--- config.mk ---
export PLATFORM = sky130hd
export DESIGN_NAME = xcd_decode
export DESIGN_NICKNAME = d
export VERILOG_FILES = /design/src/core/xcd_pkg.sv /design/src/core/xcd_decode.sv
export SDC_FILE = /design/constraint.sdc
export NUM_CORES = 1
export LEC_CHECK = 0
export BUFFER_PORTS_ARGS = -buffer_cell sky130_fd_sc_hd__buf_2
export CORE_MARGIN = 4
export CORE_UTILIZATION = 41
export CTS_CLUSTER_DIAMETER = 80
export DETAILED_ROUTE_END_ITERATION = 16
export PLACE_DENSITY = 0.77
export SYNTH_ARGS = -nofsm -noshare
export SYNTH_HDL_FRONTEND = slang
export SYNTH_SLANG_ARGS = --single-unit
export TNS_END_PERCENT = 100
--- constraint.sdc ---
create_clock -name clock_i -period 1.5 [get_ports clock_i]
set_input_delay 0.225 -clock clock_i [delete_from_list [all_inputs] [get_ports clock_i]]
set_output_delay 0.225 -clock clock_i [all_outputs]
set_load 0.02 [all_outputs]
--- src/core/xcd_pkg.sv ---
package xcd_pkg;
  // register bus shape
  localparam int          XCD_AW       = 10;     // byte address width
  localparam int          XCD_DW       = 32;     // data width
  localparam int          XCD_IDX_LSB  = 2;      // byte addr = index * 4
  // register indices
  localparam logic [7:0]  XCD_IDX_PER  = 8'h4f;  // peripheral decode enable
  localparam logic [7:0]  XCD_IDX_ROM  = 8'h54;  // rom segment attributes
  localparam logic [7:0]  XCD_IDX_MCTL = 8'h20;  // memory select control
  localparam logic [7:0]  XCD_IDX_STAT = 8'h21;  // decode status, read only
  // reset values
  localparam logic [7:0]  XCD_RST_PER  = 8'h4f;
  localparam logic [7:0]  XCD_RST_ROM  = 8'h00;
  localparam logic [7:0]  XCD_RST_MCTL = 8'h00;
  // field positions
  localparam int          XCD_B_CFG    = 7;      // config ram decode enable
  localparam int          XCD_B_P92    = 6;      // port 92 enable
  localparam int          XCD_F_LPT    = 4;      // lsb of parallel field
  localparam int          XCD_F_CMB    = 2;      // lsb of serial b field
  localparam int          XCD_F_CMA    = 0;      // lsb of serial a field
  localparam int          XCD_B_MEN    = 4;      // master memory select enable
  // field codes
  localparam logic [1:0]  XCD_COM1     = 2'h0;
  localparam logic [1:0]  XCD_COM2     = 2'h1;
  localparam logic [1:0]  XCD_LPT1     = 2'h0;
  localparam logic [1:0]  XCD_LPT2     = 2'h1;
  localparam logic [1:0]  XCD_LPT3     = 2'h2;
  // encoded select codes, all ones is idle
  localparam logic [2:0]  XCD_E_IDLE   = 3'h7;
  localparam logic [2:0]  XCD_E_CPAGE  = 3'h0;
  localparam logic [2:0]  XCD_E_CMEM   = 3'h1;
  localparam logic [2:0]  XCD_E_P92    = 3'h2;
  localparam logic [2:0]  XCD_E_COMA   = 3'h3;
  localparam logic [2:0]  XCD_E_COMB   = 3'h4;
  localparam logic [2:0]  XCD_E_LPT    = 3'h5;
  // i/o addresses
  localparam logic [15:0] XCD_A_CPAGE  = 16'h0c00;
  localparam logic [7:0]  XCD_A_CMEM   = 8'h08;   // bits 15:8
  localparam logic [15:0] XCD_A_P92    = 16'h0092;
  localparam logic [12:0] XCD_A_COM1   = 13'h007f; // bits 15:3
  localparam logic [12:0] XCD_A_COM2   = 13'h005f;
  localparam logic [13:0] XCD_A_LPT1   = 14'h00ef; // bits 15:2
  localparam logic [12:0] XCD_A_LPT2   = 13'h006f; // bits 15:3
  localparam logic [12:0] XCD_A_LPT3   = 13'h004f;
  // rom window, bits 23:16, four 16 KB segments
  localparam logic [7:0]  XCD_A_ROM    = 8'h0c;
  localparam logic [1:0]  XCD_A_ROMQ   = 2'h0;    // bits 17:16 of the address
  localparam int          XCD_SEGS     = 4;
endpackage

--- src/core/xcd_decode.sv ---
// Decided for this implementation: the Avalon-MM register port.
`timescale 1ns/100ps
module xcd_decode
  import xcd_pkg::*;
(
  input  wire logic                clock_i,
  input  wire logic                nrst_i,      // bus reset, active low
  // avalon-mm slave
  input  wire logic [XCD_AW-1:0]   address_i,
  input  wire logic                read_i,
  input  wire logic                write_i,
  input  wire logic [XCD_DW-1:0]   writedata_i,
  input  wire logic [3:0]          byteenable_i,
  output logic      [XCD_DW-1:0]   readdata_o,
  output logic                     waitrequest_o,
  // bus cycle to decode, same clock
  input  wire logic                cyc_valid_i,
  input  wire logic                cyc_io_i,    // 1 i/o, 0 memory
  input  wire logic                cyc_write_i,
  input  wire logic [23:0]         cyc_addr_i,
  // decode results
  output logic [2:0]               encoded_select_lines_o,
  output logic                     xbus_transceiver_enable_n_o,
  output logic                     system_memory_select_n_o
);

  //////////////////////////////////////////////////////////////////////////
  // register file state
  logic [7:0]        periph_ctl;     // decode enables
  logic [7:0]        rom_attr;       // segment read/write enables
  logic [7:0]        mem_ctl;        // master memory select control
  logic              ack_q;          // second cycle of an access
  logic [XCD_DW-1:0] rdata;          // read data register
  logic [7:0]        next_periph_ctl;
  logic [7:0]        next_rom_attr;
  logic [7:0]        next_mem_ctl;
  logic              next_ack_q;
  logic [XCD_DW-1:0] next_rdata;
  logic [7:0]        reg_idx;        // word index of the access
  logic              wr_take;        // write lands this edge
  logic [7:0]        wbyte;          // low byte lane of write data

  //////////////////////////////////////////////////////////////////////////
  // decode state
  logic [2:0]        enc;            // registered encoded select
  logic              xcvr_n;         // registered transceiver enable
  logic              memsel_n;       // registered memory select
  logic [2:0]        next_enc;
  logic              next_xcvr_n;
  logic              next_memsel_n;

  // field views
  logic [1:0]        sel_a;
  logic [1:0]        sel_b;
  logic [1:0]        sel_lpt;
  logic [15:0]       io_a;
  logic [1:0]        seg;
  logic [XCD_SEGS-1:0] seg_rd;
  logic [XCD_SEGS-1:0] seg_wr;

  assign sel_a   = periph_ctl[XCD_F_CMA +: 2];
  assign sel_b   = periph_ctl[XCD_F_CMB +: 2];
  assign sel_lpt = periph_ctl[XCD_F_LPT +: 2];
  assign io_a    = cyc_addr_i[15:0];
  assign seg     = cyc_addr_i[15:14];

  // lower bit of each pair reads, upper bit writes
  for (genvar g = 0; g < XCD_SEGS; g++) begin : g_seg
    assign seg_rd[g] = rom_attr[2*g];
    assign seg_wr[g] = rom_attr[2*g + 1];
  end

  // serial range match, reserved and disabled codes never match
  function automatic logic com_hit(input logic [1:0]  sel,
                                   input logic [15:0] a);
    logic hit;
    hit = 1'b0;
    if (sel == XCD_COM1) begin
      hit = (a[15:3] == XCD_A_COM1);
    end else if (sel == XCD_COM2) begin
      hit = (a[15:3] == XCD_A_COM2);
    end
    return hit;
  endfunction

  //////////////////////////////////////////////////////////////////////////
  // avalon slave: one wait cycle, answer on the second edge
  assign reg_idx       = address_i[XCD_AW-1:XCD_IDX_LSB];
  assign waitrequest_o = (read_i | write_i) & ~ack_q;
  assign wr_take       = write_i & ack_q & byteenable_i[0];
  assign wbyte         = writedata_i[7:0];
  assign readdata_o    = rdata;

  // next register values
  always_comb begin
    next_periph_ctl = periph_ctl;
    next_rom_attr   = rom_attr;
    next_mem_ctl    = mem_ctl;
    next_ack_q      = (read_i | write_i) & ~ack_q;
    next_rdata      = rdata;
    if (wr_take) begin
      // only the low lane carries the 8-bit registers
      unique case (reg_idx)
        XCD_IDX_PER:  next_periph_ctl = wbyte;
        XCD_IDX_ROM:  next_rom_attr   = wbyte;
        XCD_IDX_MCTL: next_mem_ctl    = wbyte;
        default:      next_rom_attr   = rom_attr; // unmapped: ignored
      endcase
    end
    if (read_i & ~ack_q) begin
      // captured in the wait cycle, stands when waitrequest drops
      next_rdata = '0;
      unique case (reg_idx)
        XCD_IDX_PER:  next_rdata[7:0] = periph_ctl;
        XCD_IDX_ROM:  next_rdata[7:0] = rom_attr;
        XCD_IDX_MCTL: next_rdata[7:0] = mem_ctl;
        XCD_IDX_STAT: next_rdata[3:0] = {~memsel_n, enc};
        default:      next_rdata      = '0; // unmapped reads zero
      endcase
    end
  end

  // register file flops, reset loads the documented defaults
  always_ff @(posedge clock_i or negedge nrst_i) begin
    if (!nrst_i) begin
      periph_ctl <= XCD_RST_PER;
      rom_attr   <= XCD_RST_ROM;
      mem_ctl    <= XCD_RST_MCTL;
      ack_q      <= 1'b0;
      rdata      <= '0;
    end else begin
      periph_ctl <= next_periph_ctl;
      rom_attr   <= next_rom_attr;
      mem_ctl    <= next_mem_ctl;
      ack_q      <= next_ack_q;
      rdata      <= next_rdata;
    end
  end

  //////////////////////////////////////////////////////////////////////////
  // cycle decode; priority keeps only one select per cycle
  always_comb begin
    next_enc      = XCD_E_IDLE;  // idle is all ones
    next_memsel_n = 1'b1;
    if (cyc_valid_i && cyc_io_i) begin
      if (periph_ctl[XCD_B_CFG] && cyc_write_i &&
          io_a == XCD_A_CPAGE) begin
        next_enc = XCD_E_CPAGE;
      end else if (periph_ctl[XCD_B_CFG] &&
                   io_a[15:8] == XCD_A_CMEM) begin
        next_enc = XCD_E_CMEM;
      end else if (periph_ctl[XCD_B_P92] && io_a == XCD_A_P92) begin
        next_enc = XCD_E_P92;
      end else if (com_hit(sel_a, io_a)) begin
        next_enc = XCD_E_COMA;
      end else if (com_hit(sel_b, io_a)) begin
        // a shared range already went to port a above
        next_enc = XCD_E_COMB;
      end else if ((sel_lpt == XCD_LPT1 && io_a[15:2] == XCD_A_LPT1) ||
                   (sel_lpt == XCD_LPT2 && io_a[15:3] == XCD_A_LPT2) ||
                   (sel_lpt == XCD_LPT3 && io_a[15:3] == XCD_A_LPT3)) begin
        next_enc = XCD_E_LPT;
      end
    end else if (cyc_valid_i && mem_ctl[XCD_B_MEN] &&
                 cyc_addr_i[23:16] == XCD_A_ROM &&
                 cyc_addr_i[15:14] == seg &&
                 cyc_addr_i[17:16] == XCD_A_ROMQ[1:0]) begin
      // read and write permission are separate per segment
      if (cyc_write_i) begin
        next_memsel_n = ~seg_wr[seg];
      end else begin
        next_memsel_n = ~seg_rd[seg];
      end
    end
    // transceiver only opens for a decoded peripheral
    next_xcvr_n = (next_enc == XCD_E_IDLE);
  end

  // outputs come straight from these flops, one cycle after the request
  always_ff @(posedge clock_i or negedge nrst_i) begin
    if (!nrst_i) begin
      enc      <= XCD_E_IDLE;
      xcvr_n   <= 1'b1;
      memsel_n <= 1'b1;
    end else begin
      enc      <= next_enc;
      xcvr_n   <= next_xcvr_n;
      memsel_n <= next_memsel_n;
    end
  end

  assign encoded_select_lines_o      = enc;
  assign xbus_transceiver_enable_n_o = xcvr_n;
  assign system_memory_select_n_o    = memsel_n;

  logic io_v;     // valid i/o cycle
  logic mem_v;    // valid memory cycle in the rom window
  logic seen_q;   // first edge after reset passed
  assign io_v  = cyc_valid_i & cyc_io_i;
  assign mem_v = cyc_valid_i & ~cyc_io_i & (cyc_addr_i[23:16] == XCD_A_ROM);

  // helper for the reset check only
  always_ff @(posedge clock_i or negedge nrst_i) begin
    if (!nrst_i) begin
      seen_q <= 1'b0;
    end else begin
      seen_q <= 1'b1;
    end
  end
endmodule

==> reports/summary.log, run 1 <==
qor: outcome.run_status finished with violations
qor: outcome.failed_checks setup timing
qor: clocking.clkLatencyLatePin 0.29 ns
qor: timing.final.setup.tns -0.2638 ns
qor: setup_path.startpoint_class_of_the_critical_path flop
qor: placed_design.final_estimated_routing_congestion_in_global_placement 0.8218
qor: synthesis.multiplexer_share_of_the_synthesized_area 0.1670
qor: timing.worst_slack -0.1669 ns
qor: drt.wl 5.418 mm
qor: layout.num-nets-final 365
qor: drt.via_per_inst 5.111
qor: timing.min_period_over_period 1.111
qor: clocking.cts-root-buf sky130_fd_sc_hd__clkbuf_8
qor: timing.final_hold_viol_count 0
qor: drt.residual_antenna_violating_net_count_after_detailed_routing 0
qor: layout.sequential_cell_area 963.4 um^2
qor: synthesis.synth_compound_area_frac 0.1271
qor: synthesis.number_of_instances_in_the_synthesized_netlist 197
qor: synthesis.netlist_area 2196 um^2
qor: die.dieHeight 81.18 um
qor: setup_path.cp_cell_sequence buf_6 -> nand3b_1 -> a2111oi_4 -> o2111a_2 -> o21ai_1 -> a21bo_1
qor: timing.report.final.slew_viol_count 0
qor: timing.grt_setup_unrepaired yes
qor: clocking.clock_pin_slew_on_the_worst_setup_and_hold_paths 0.08 ns
qor: synthesis.asyncSetResetFlopFracSynth 1.000
qor: layout.drive_above_1_share 0.4775
qor: layout.final_instance_area 2912 um^2
qor: placed_design.place_ws -0.1718 ns
qor: synthesis.post_synth_and_or_nand_nor_area_fraction 0.1516
qor: synthesis.dominant_combinational_cell_family_by_area_after_synthesis multiplexers
qor: setup_path.worstSetupPathType flop to flop
qor: clocking.cts-buffers-inserted 5
qor: placed_design.dpl_cell_area 2678 um^2
qor: die.row_count 26
qor: setup_path.critical-path-max-stage-delay 0.42 ns
qor: pwr.power-per-cell-area 828.3 nW/um^2
qor: die.initial_core_util 0.4272
qor: timing.worst_clock_skew 0.006893 ns
qor: die.fp.coreArea 5140 um^2
qor: setup_path.worst_path_dominant_cell_family compound AO/OA/AOI/OAI gates
qor: synthesis.synth_ff_type sky130_fd_sc_hd__dfrtp_1
qor: pwr.peakVddDrop 619.9 uV
qor: setup_path.critPathSlowestCell sky130_fd_sc_hd__dfrtp_1
qor: die.floorplan.die_area 6590 um^2
qor: global_route.grt_start_max_net_pins 39
qor: hold_path.worstHoldPathType input port to flop
qor: placed_design.place_inst 344
qor: setup_path.worst_ep_arrival_time 1.90 ns
qor: global_route.vias_in_the_first_global_route 1810
qor: synthesis.seq_area_frac_synth 0.4387
qor: synthesis.synth.ff_latch_count 38
qor: synthesis.synth-adder-area-share 0
qor: clocking.cts_tree done
qor: die.die_w 81.18 um
qor: drt.drc 0
qor: die.boundaryPins 115
qor: drt.detailedRoute.firstIterationViolations 88
qor: drt.wl_per_cell 15.09 um
qor: synthesis.syn-mean-instance-area 11.15 um^2
qor: global_route.remaining_overflow_grt 0
qor: global_route.grt_first_pass_wirelength 8.659 mm
qor: layout.ant_diodes 0
qor: layout.multiInputGateArea 1137 um^2
qor: timing.hold_ws 0.1729 ns
qor: global_route.antenna_violations_before_repair 0
qor: layout.num-fill-cells 443
qor: synthesis.synthesis.yosys.warnings 0
qor: placed_design.dp.final_hpwl 4.171 mm
qor: layout.layout_commonest_cell sky130_fd_sc_hd__buf_2
qor: synthesis.yosys.area_share.xor_xnor 0.007977
qor: timing.fmax 0.5999 GHz
qor: synthesis.post_synth_num_cell_types 48
qor: setup_path.worstPathRequired 1.73 ns
qor: timing.setup-violations-final 2
qor: drt.first_pass_iters 4
qor: clocking.cts_buffer_depth 2
qor: layout.mostFrequentLayoutCells sky130_fd_sc_hd__buf_2 (61), sky130_fd_sc_hd__dfrtp_1 (28), sky130_fd_sc_hd__buf_4 (27)
qor: job.drv.max_cap_violation_count 0
qor: global_route.grt.total_usage 0.1719
qor: layout.layout-area-overhead-vs-synth 32.59%
qor: setup_path.critical_path_peak_fanout 3
qor: drt.detailroute.via_count 1835
qor: setup_path.critPathCaptureType flop
qor: clocking.htree_num_levels 2
qor: timing.period_needed 1.667 ns
qor: synthesis.synth_enable_flop_cells 0
qor: clocking.tritoncts_num_sinks 38
qor: layout.instances_no_fill 359
qor: setup_path.critPathBufInv 1
qor: pwr.power_leakage 1.396 nW
qor: placed_design.port_buffers 61
## routing by layer
layer,track usage,up-vias,part of all wire
li1,-,869,-
met1,0.2300,866,0.43
met2,0.2857,95,0.48
met3,0.03769,5,0.082
met4,0.03547,0,0.0066
met5,0,-,0
## per-stage QoR
stage	utilization	power, mW
after detailed placement	0.5209	1.348
after floorplan	-	1.243
after CTS	0.5613	2.422
after global routing	0.5665	2.499
after global placement	0.5209	1.341
final	0.5665	2.412
## sequential cells by signal (all words and copies together) (netlist names)
register                     flops
encoded_select_lines_o           3
ack_q                            1
system_memory_select_n_o         1
readdata_o                       8
mem_ctl                          8
xbus_transceiver_enable_n_o      1
rom_attr                         8
periph_ctl                       8
## report_power, final
part	switching [mW]	internal (mW)	total [mW]
Combinational	0.173	0.117	0.291
Sequential	0.00956	1.04	1.05
Clock	0.363	0.709	1.07
Total	0.546	1.87	2.41
## synth_stat cells, types with 4 or more instances
| library cell | instances | area, um^2 |
|---|---|---|
| sky130_fd_sc_hd__a22o_1 | 4 | 35.03 |
| sky130_fd_sc_hd__a22oi_1 | 9 | 67.56 |
| sky130_fd_sc_hd__buf_4 | 25 | 187.7 |
| sky130_fd_sc_hd__dfrtp_1 | 28 | 700.7 |
| sky130_fd_sc_hd__dfstp_2 | 10 | 262.8 |
| sky130_fd_sc_hd__mux2_1 | 9 | 101.4 |
| sky130_fd_sc_hd__mux2_2 | 16 | 180.2 |
| sky130_fd_sc_hd__mux2i_1 | 4 | 40.04 |
| sky130_fd_sc_hd__nand2_1 | 11 | 41.29 |
| sky130_fd_sc_hd__nand2b_1 | 4 | 25.02 |
| sky130_fd_sc_hd__nor2_1 | 8 | 30.03 |
| sky130_fd_sc_hd__nor4_1 | 5 | 31.28 |
| sky130_fd_sc_hd__nor4bb_1 | 4 | 40.04 |
| sky130_fd_sc_hd__o21ai_1 | 7 | 35.03 |
| sky130_fd_sc_hd__o22a_1 | 4 | 35.03 |
| sky130_fd_sc_hd__o2bb2ai_1 | 4 | 35.03 |
## repair_timing
item	4_1_cts	5_1_grt
gates cloned	0	0
buffers inserted	4	2
hold buffers	1	0
endpoints found under the hold margin	28	0
setup endpoints to repair	2	18
pin swaps	1	2
gates resized for setup	4	3
## kinds of logic after synthesis
logic type / count (synthesis)
xor+xnor: 2
flops: 38
simple gates: 55
compound gates: 36
other cells: 1
mux: 31
buf+inv: 34
## worst paths after layout
kind | from | to | slack [ns] | cells past startpoint
max in group asynchronous | nrst_i | periph_ctl[0] | 0.64 | 3
worst min register to register | ack_q | ack_q | 0.46 | 1
worst min-delay path | writedata_i[5] | mem_ctl[5] | 0.17 | 2
min in group asynchronous | nrst_i | periph_ctl[5] | 0.51 | 3
worst max register to register | periph_ctl[5] | encoded_select_lines_o[1] | -0.17 | 6
worst max-delay path | periph_ctl[5] | encoded_select_lines_o[1] | -0.17 | 6
## layout make-up
type / count / area share
timing repair buffer: 92 / 0.1955
sequential: 38 / 0.3309
tap: 70 / 0.03008
multi-input combinational: 148 / 0.3906
inverter: 3 / 0.003868
clock inverter: 2 / 0.02063
clock buffer: 6 / 0.02836
Power figures use the tool's default switching activity.
==> inputs of run 2 (changes only) <==
Settings changed: TNS_END_PERCENT 100 to 5.
==> reports/summary.log, run 2 (synthesis gave the netlist of run 1 again) <==
qor: timing.report.final.slew_viol_count 0 [unchanged]
qor: die.die_w 81.18 um [unchanged]
qor: die.floorplan.die_area 6590 um^2 [unchanged]
qor: global_route.grt_first_pass_wirelength 8.397 mm [-3.0%]
qor: setup_path.worst_ep_arrival_time 1.92 ns [+0.02 ns]
qor: drt.detailroute.via_count 1833 [-0.11%]
qor: global_route.grt_start_max_net_pins 39 [unchanged]
qor: placed_design.port_buffers 61 [unchanged]
qor: pwr.peakVddDrop 773.4 uV [+25%]
qor: drt.wl 5.312 mm [-2.0%]
qor: setup_path.critical_path_peak_fanout 4 [+1]
qor: outcome.run_status finished with violations
qor: clocking.clock_pin_slew_on_the_worst_setup_and_hold_paths 0.07 ns [about the same]
qor: drt.drc 0 [unchanged]
qor: global_route.global_routing_usage_on_met1 0.2026 [-0.02737]
qor: drt.via_per_inst 5.178 [+1.3%]
qor: timing.period_needed 1.693 ns [+0.02650 ns]
qor: drt.first_pass_iters 4 [unchanged]
qor: global_route.remaining_overflow_grt 0 [unchanged]
qor: setup_path.worstPathRequired 1.72 ns [about the same]
qor: setup_path.worst-r2r-setup-slack -0.19 ns [-0.03 ns]
qor: layout.num-nets-final 360 [-1.4%]
qor: layout.final_util 0.5499 [-0.01655]
qor: die.dieHeight 81.18 um [unchanged]
qor: clocking.htree_num_levels 2 [unchanged]
qor: pwr.power-per-cell-area 770.7 nW/um^2 [-7.0%]
qor: layout.ant_diodes 0 [unchanged]
qor: hold_path.worstHoldPathType input port to flop
qor: timing.hold_ws 0.1744 ns [+0.001573 ns]
qor: placed_design.dp.final_hpwl 4.124 mm [-1.1%]
qor: global_route.gr-max-usage-layer met2
qor: die.row_count 26 [unchanged]
qor: global_route.vias_in_the_first_global_route 1747 [-3.5%]
qor: global_route.grt.total_usage 0.1680 [-0.003862]
qor: die.initial_core_util 0.4272 [unchanged]
qor: drt.detailedRoute.firstIterationViolations 91 [+3.4%]
qor: placed_design.final_estimated_routing_congestion_in_global_placement 0.8249 [+0.38%]
qor: setup_path.worstSetupPathType flop to flop
qor: layout.layout-area-overhead-vs-synth 28.72%
qor: global_route.gr-usage-met2 0.2882 [+0.002463]
qor: die.fp.coreArea 5140 um^2 [unchanged]
qor: pwr.p_total 2.178 mW [-9.7%]
qor: global_route.globalRouteMet3Util 0.04656 [+0.008869]
qor: layout.layout_commonest_cell sky130_fd_sc_hd__buf_2
qor: layout.instances_no_fill 354 [-1.4%]
qor: timing.worst_clock_skew 0.009597 ns [+0.002704 ns]
qor: setup_path.critPathCaptureType flop
qor: drt.wl_per_cell 15.01 um [-0.57%]
qor: clocking.cts_buffer_depth 2 [unchanged]
qor: timing.setup-violations-final 2 [unchanged]
qor: layout.num-fill-cells 452 [+2.0%]
qor: clocking.cts-buffers-inserted 5 [unchanged]
qor: timing.final_hold_viol_count 0 [unchanged]
qor: layout.mostFrequentLayoutCells sky130_fd_sc_hd__buf_2 (61), sky130_fd_sc_hd__dfrtp_1 (28), sky130_fd_sc_hd__conb_1 (24)
qor: timing.grt_setup_unrepaired yes
qor: drt.residual_antenna_violating_net_count_after_detailed_routing 0 [unchanged]
qor: setup_path.startpoint_class_of_the_critical_path flop
qor: clocking.cts_tree done
qor: layout.drive_above_1_share 0.4577 [-0.01976]
qor: job.drv.max_cap_violation_count 0 [unchanged]
qor: timing.fmax 0.5905 GHz [-1.6%]
qor: placed_design.place_inst 343 [-0.29%]
qor: pwr.power_leakage 1.348 nW [-3.5%]
qor: clocking.clkLatencyLatePin 0.29 ns [about the same]
qor: timing.min_period_over_period 1.129 [+0.01767]
qor: timing.worst_slack -0.1934 ns [-0.02650 ns]
qor: outcome.failed_checks setup timing
qor: clocking.tritoncts_num_sinks 38 [unchanged]
qor: clocking.cts-root-buf sky130_fd_sc_hd__clkbuf_8
qor: die.boundaryPins 115 [unchanged]
qor: global_route.antenna_violations_before_repair 0 [unchanged]
## run 2: cell types whose count changed in the layout (fill, tap and decap cells not counted), sizes merged
cell | before | now
buf | 91 | 86
bufinv | 2 | 1
clkbuf | 6 | 7
## run 2: timing repair
action,in CTS,in global routing
hold buffers,1,0
gates resized for setup,2,5
setup buffers,2,0
endpoints found under the setup margin,2,23
endpoints found under the hold margin,28,0
## run 2: path summary, 6_finish.rpt
| path | from | endpoint | cells after the start |
|---|---|---|---|
| min in group asynchronous | nrst_i | readdata_o[5] | 3 |
| max in group asynchronous | nrst_i | periph_ctl[6] | 3 |
| worst min register to register | ack_q | ack_q | 1 |
| worst max register to register | periph_ctl[5] | encoded_select_lines_o[1] | 5 |
| worst min-delay path | writedata_i[7] | mem_ctl[7] | 2 |
| worst max-delay path | periph_ctl[5] | encoded_select_lines_o[1] | 5 |
## run 2: cell type report
class,count,area [um^2],share of cell area
multi-input combinational,148,1130,0.3997
sequential,38,963.4,0.3409
timing repair buffer,87,528.0,0.1868
tap,70,87.58,0.03099
clock buffer,7,76.32,0.02700
clock inverter,1,30.03,0.01062
inverter,3,11.26,0.003984
## run 2: per-layer routing
| layer | share of wire | up-vias |
|---|---|---|
| li1 | - | 856 |
| met1 | 0.40 | 895 |
| met2 | 0.51 | 70 |
| met3 | 0.070 | 12 |
| met4 | 0.018 | 0 |
| met5 | 0 | - |
## run 2: worst max-delay path, stage by stage, from the launching register on
cell                        delay (ns)
sky130_fd_sc_hd__dfrtp_1          0.42
sky130_fd_sc_hd__or3b_4           0.42
sky130_fd_sc_hd__a2111oi_4        0.29
sky130_fd_sc_hd__o2111a_2         0.24
sky130_fd_sc_hd__o21ai_1          0.07
sky130_fd_sc_hd__a21bo_1          0.19
## run 2: power by group
part / total [mW] / switching (mW) / leakage [nW] / internal (mW)
clock network: 0.846 / 0.349 / 0.0524 / 0.497
registers: 1.05 / 0.0102 / 0.493 / 1.04
logic: 0.282 / 0.170 / 0.802 / 0.112
total: 2.18 / 0.529 / 1.35 / 1.65
## run 2: through the flow
stage | setup slack, ns | TNS, ns | instance area (um^2)
after CTS | -0.1560 | -0.2303 | 2803
after floorplan | -0.06928 | -0.6842 | 2287
after detailed placement | -0.1889 | -2.428 | 2656
final | -0.1934 | -0.3031 | 2826
after global routing | -0.2527 | -0.4313 | 2826
after global placement | -0.1805 | -1.881 | 2656
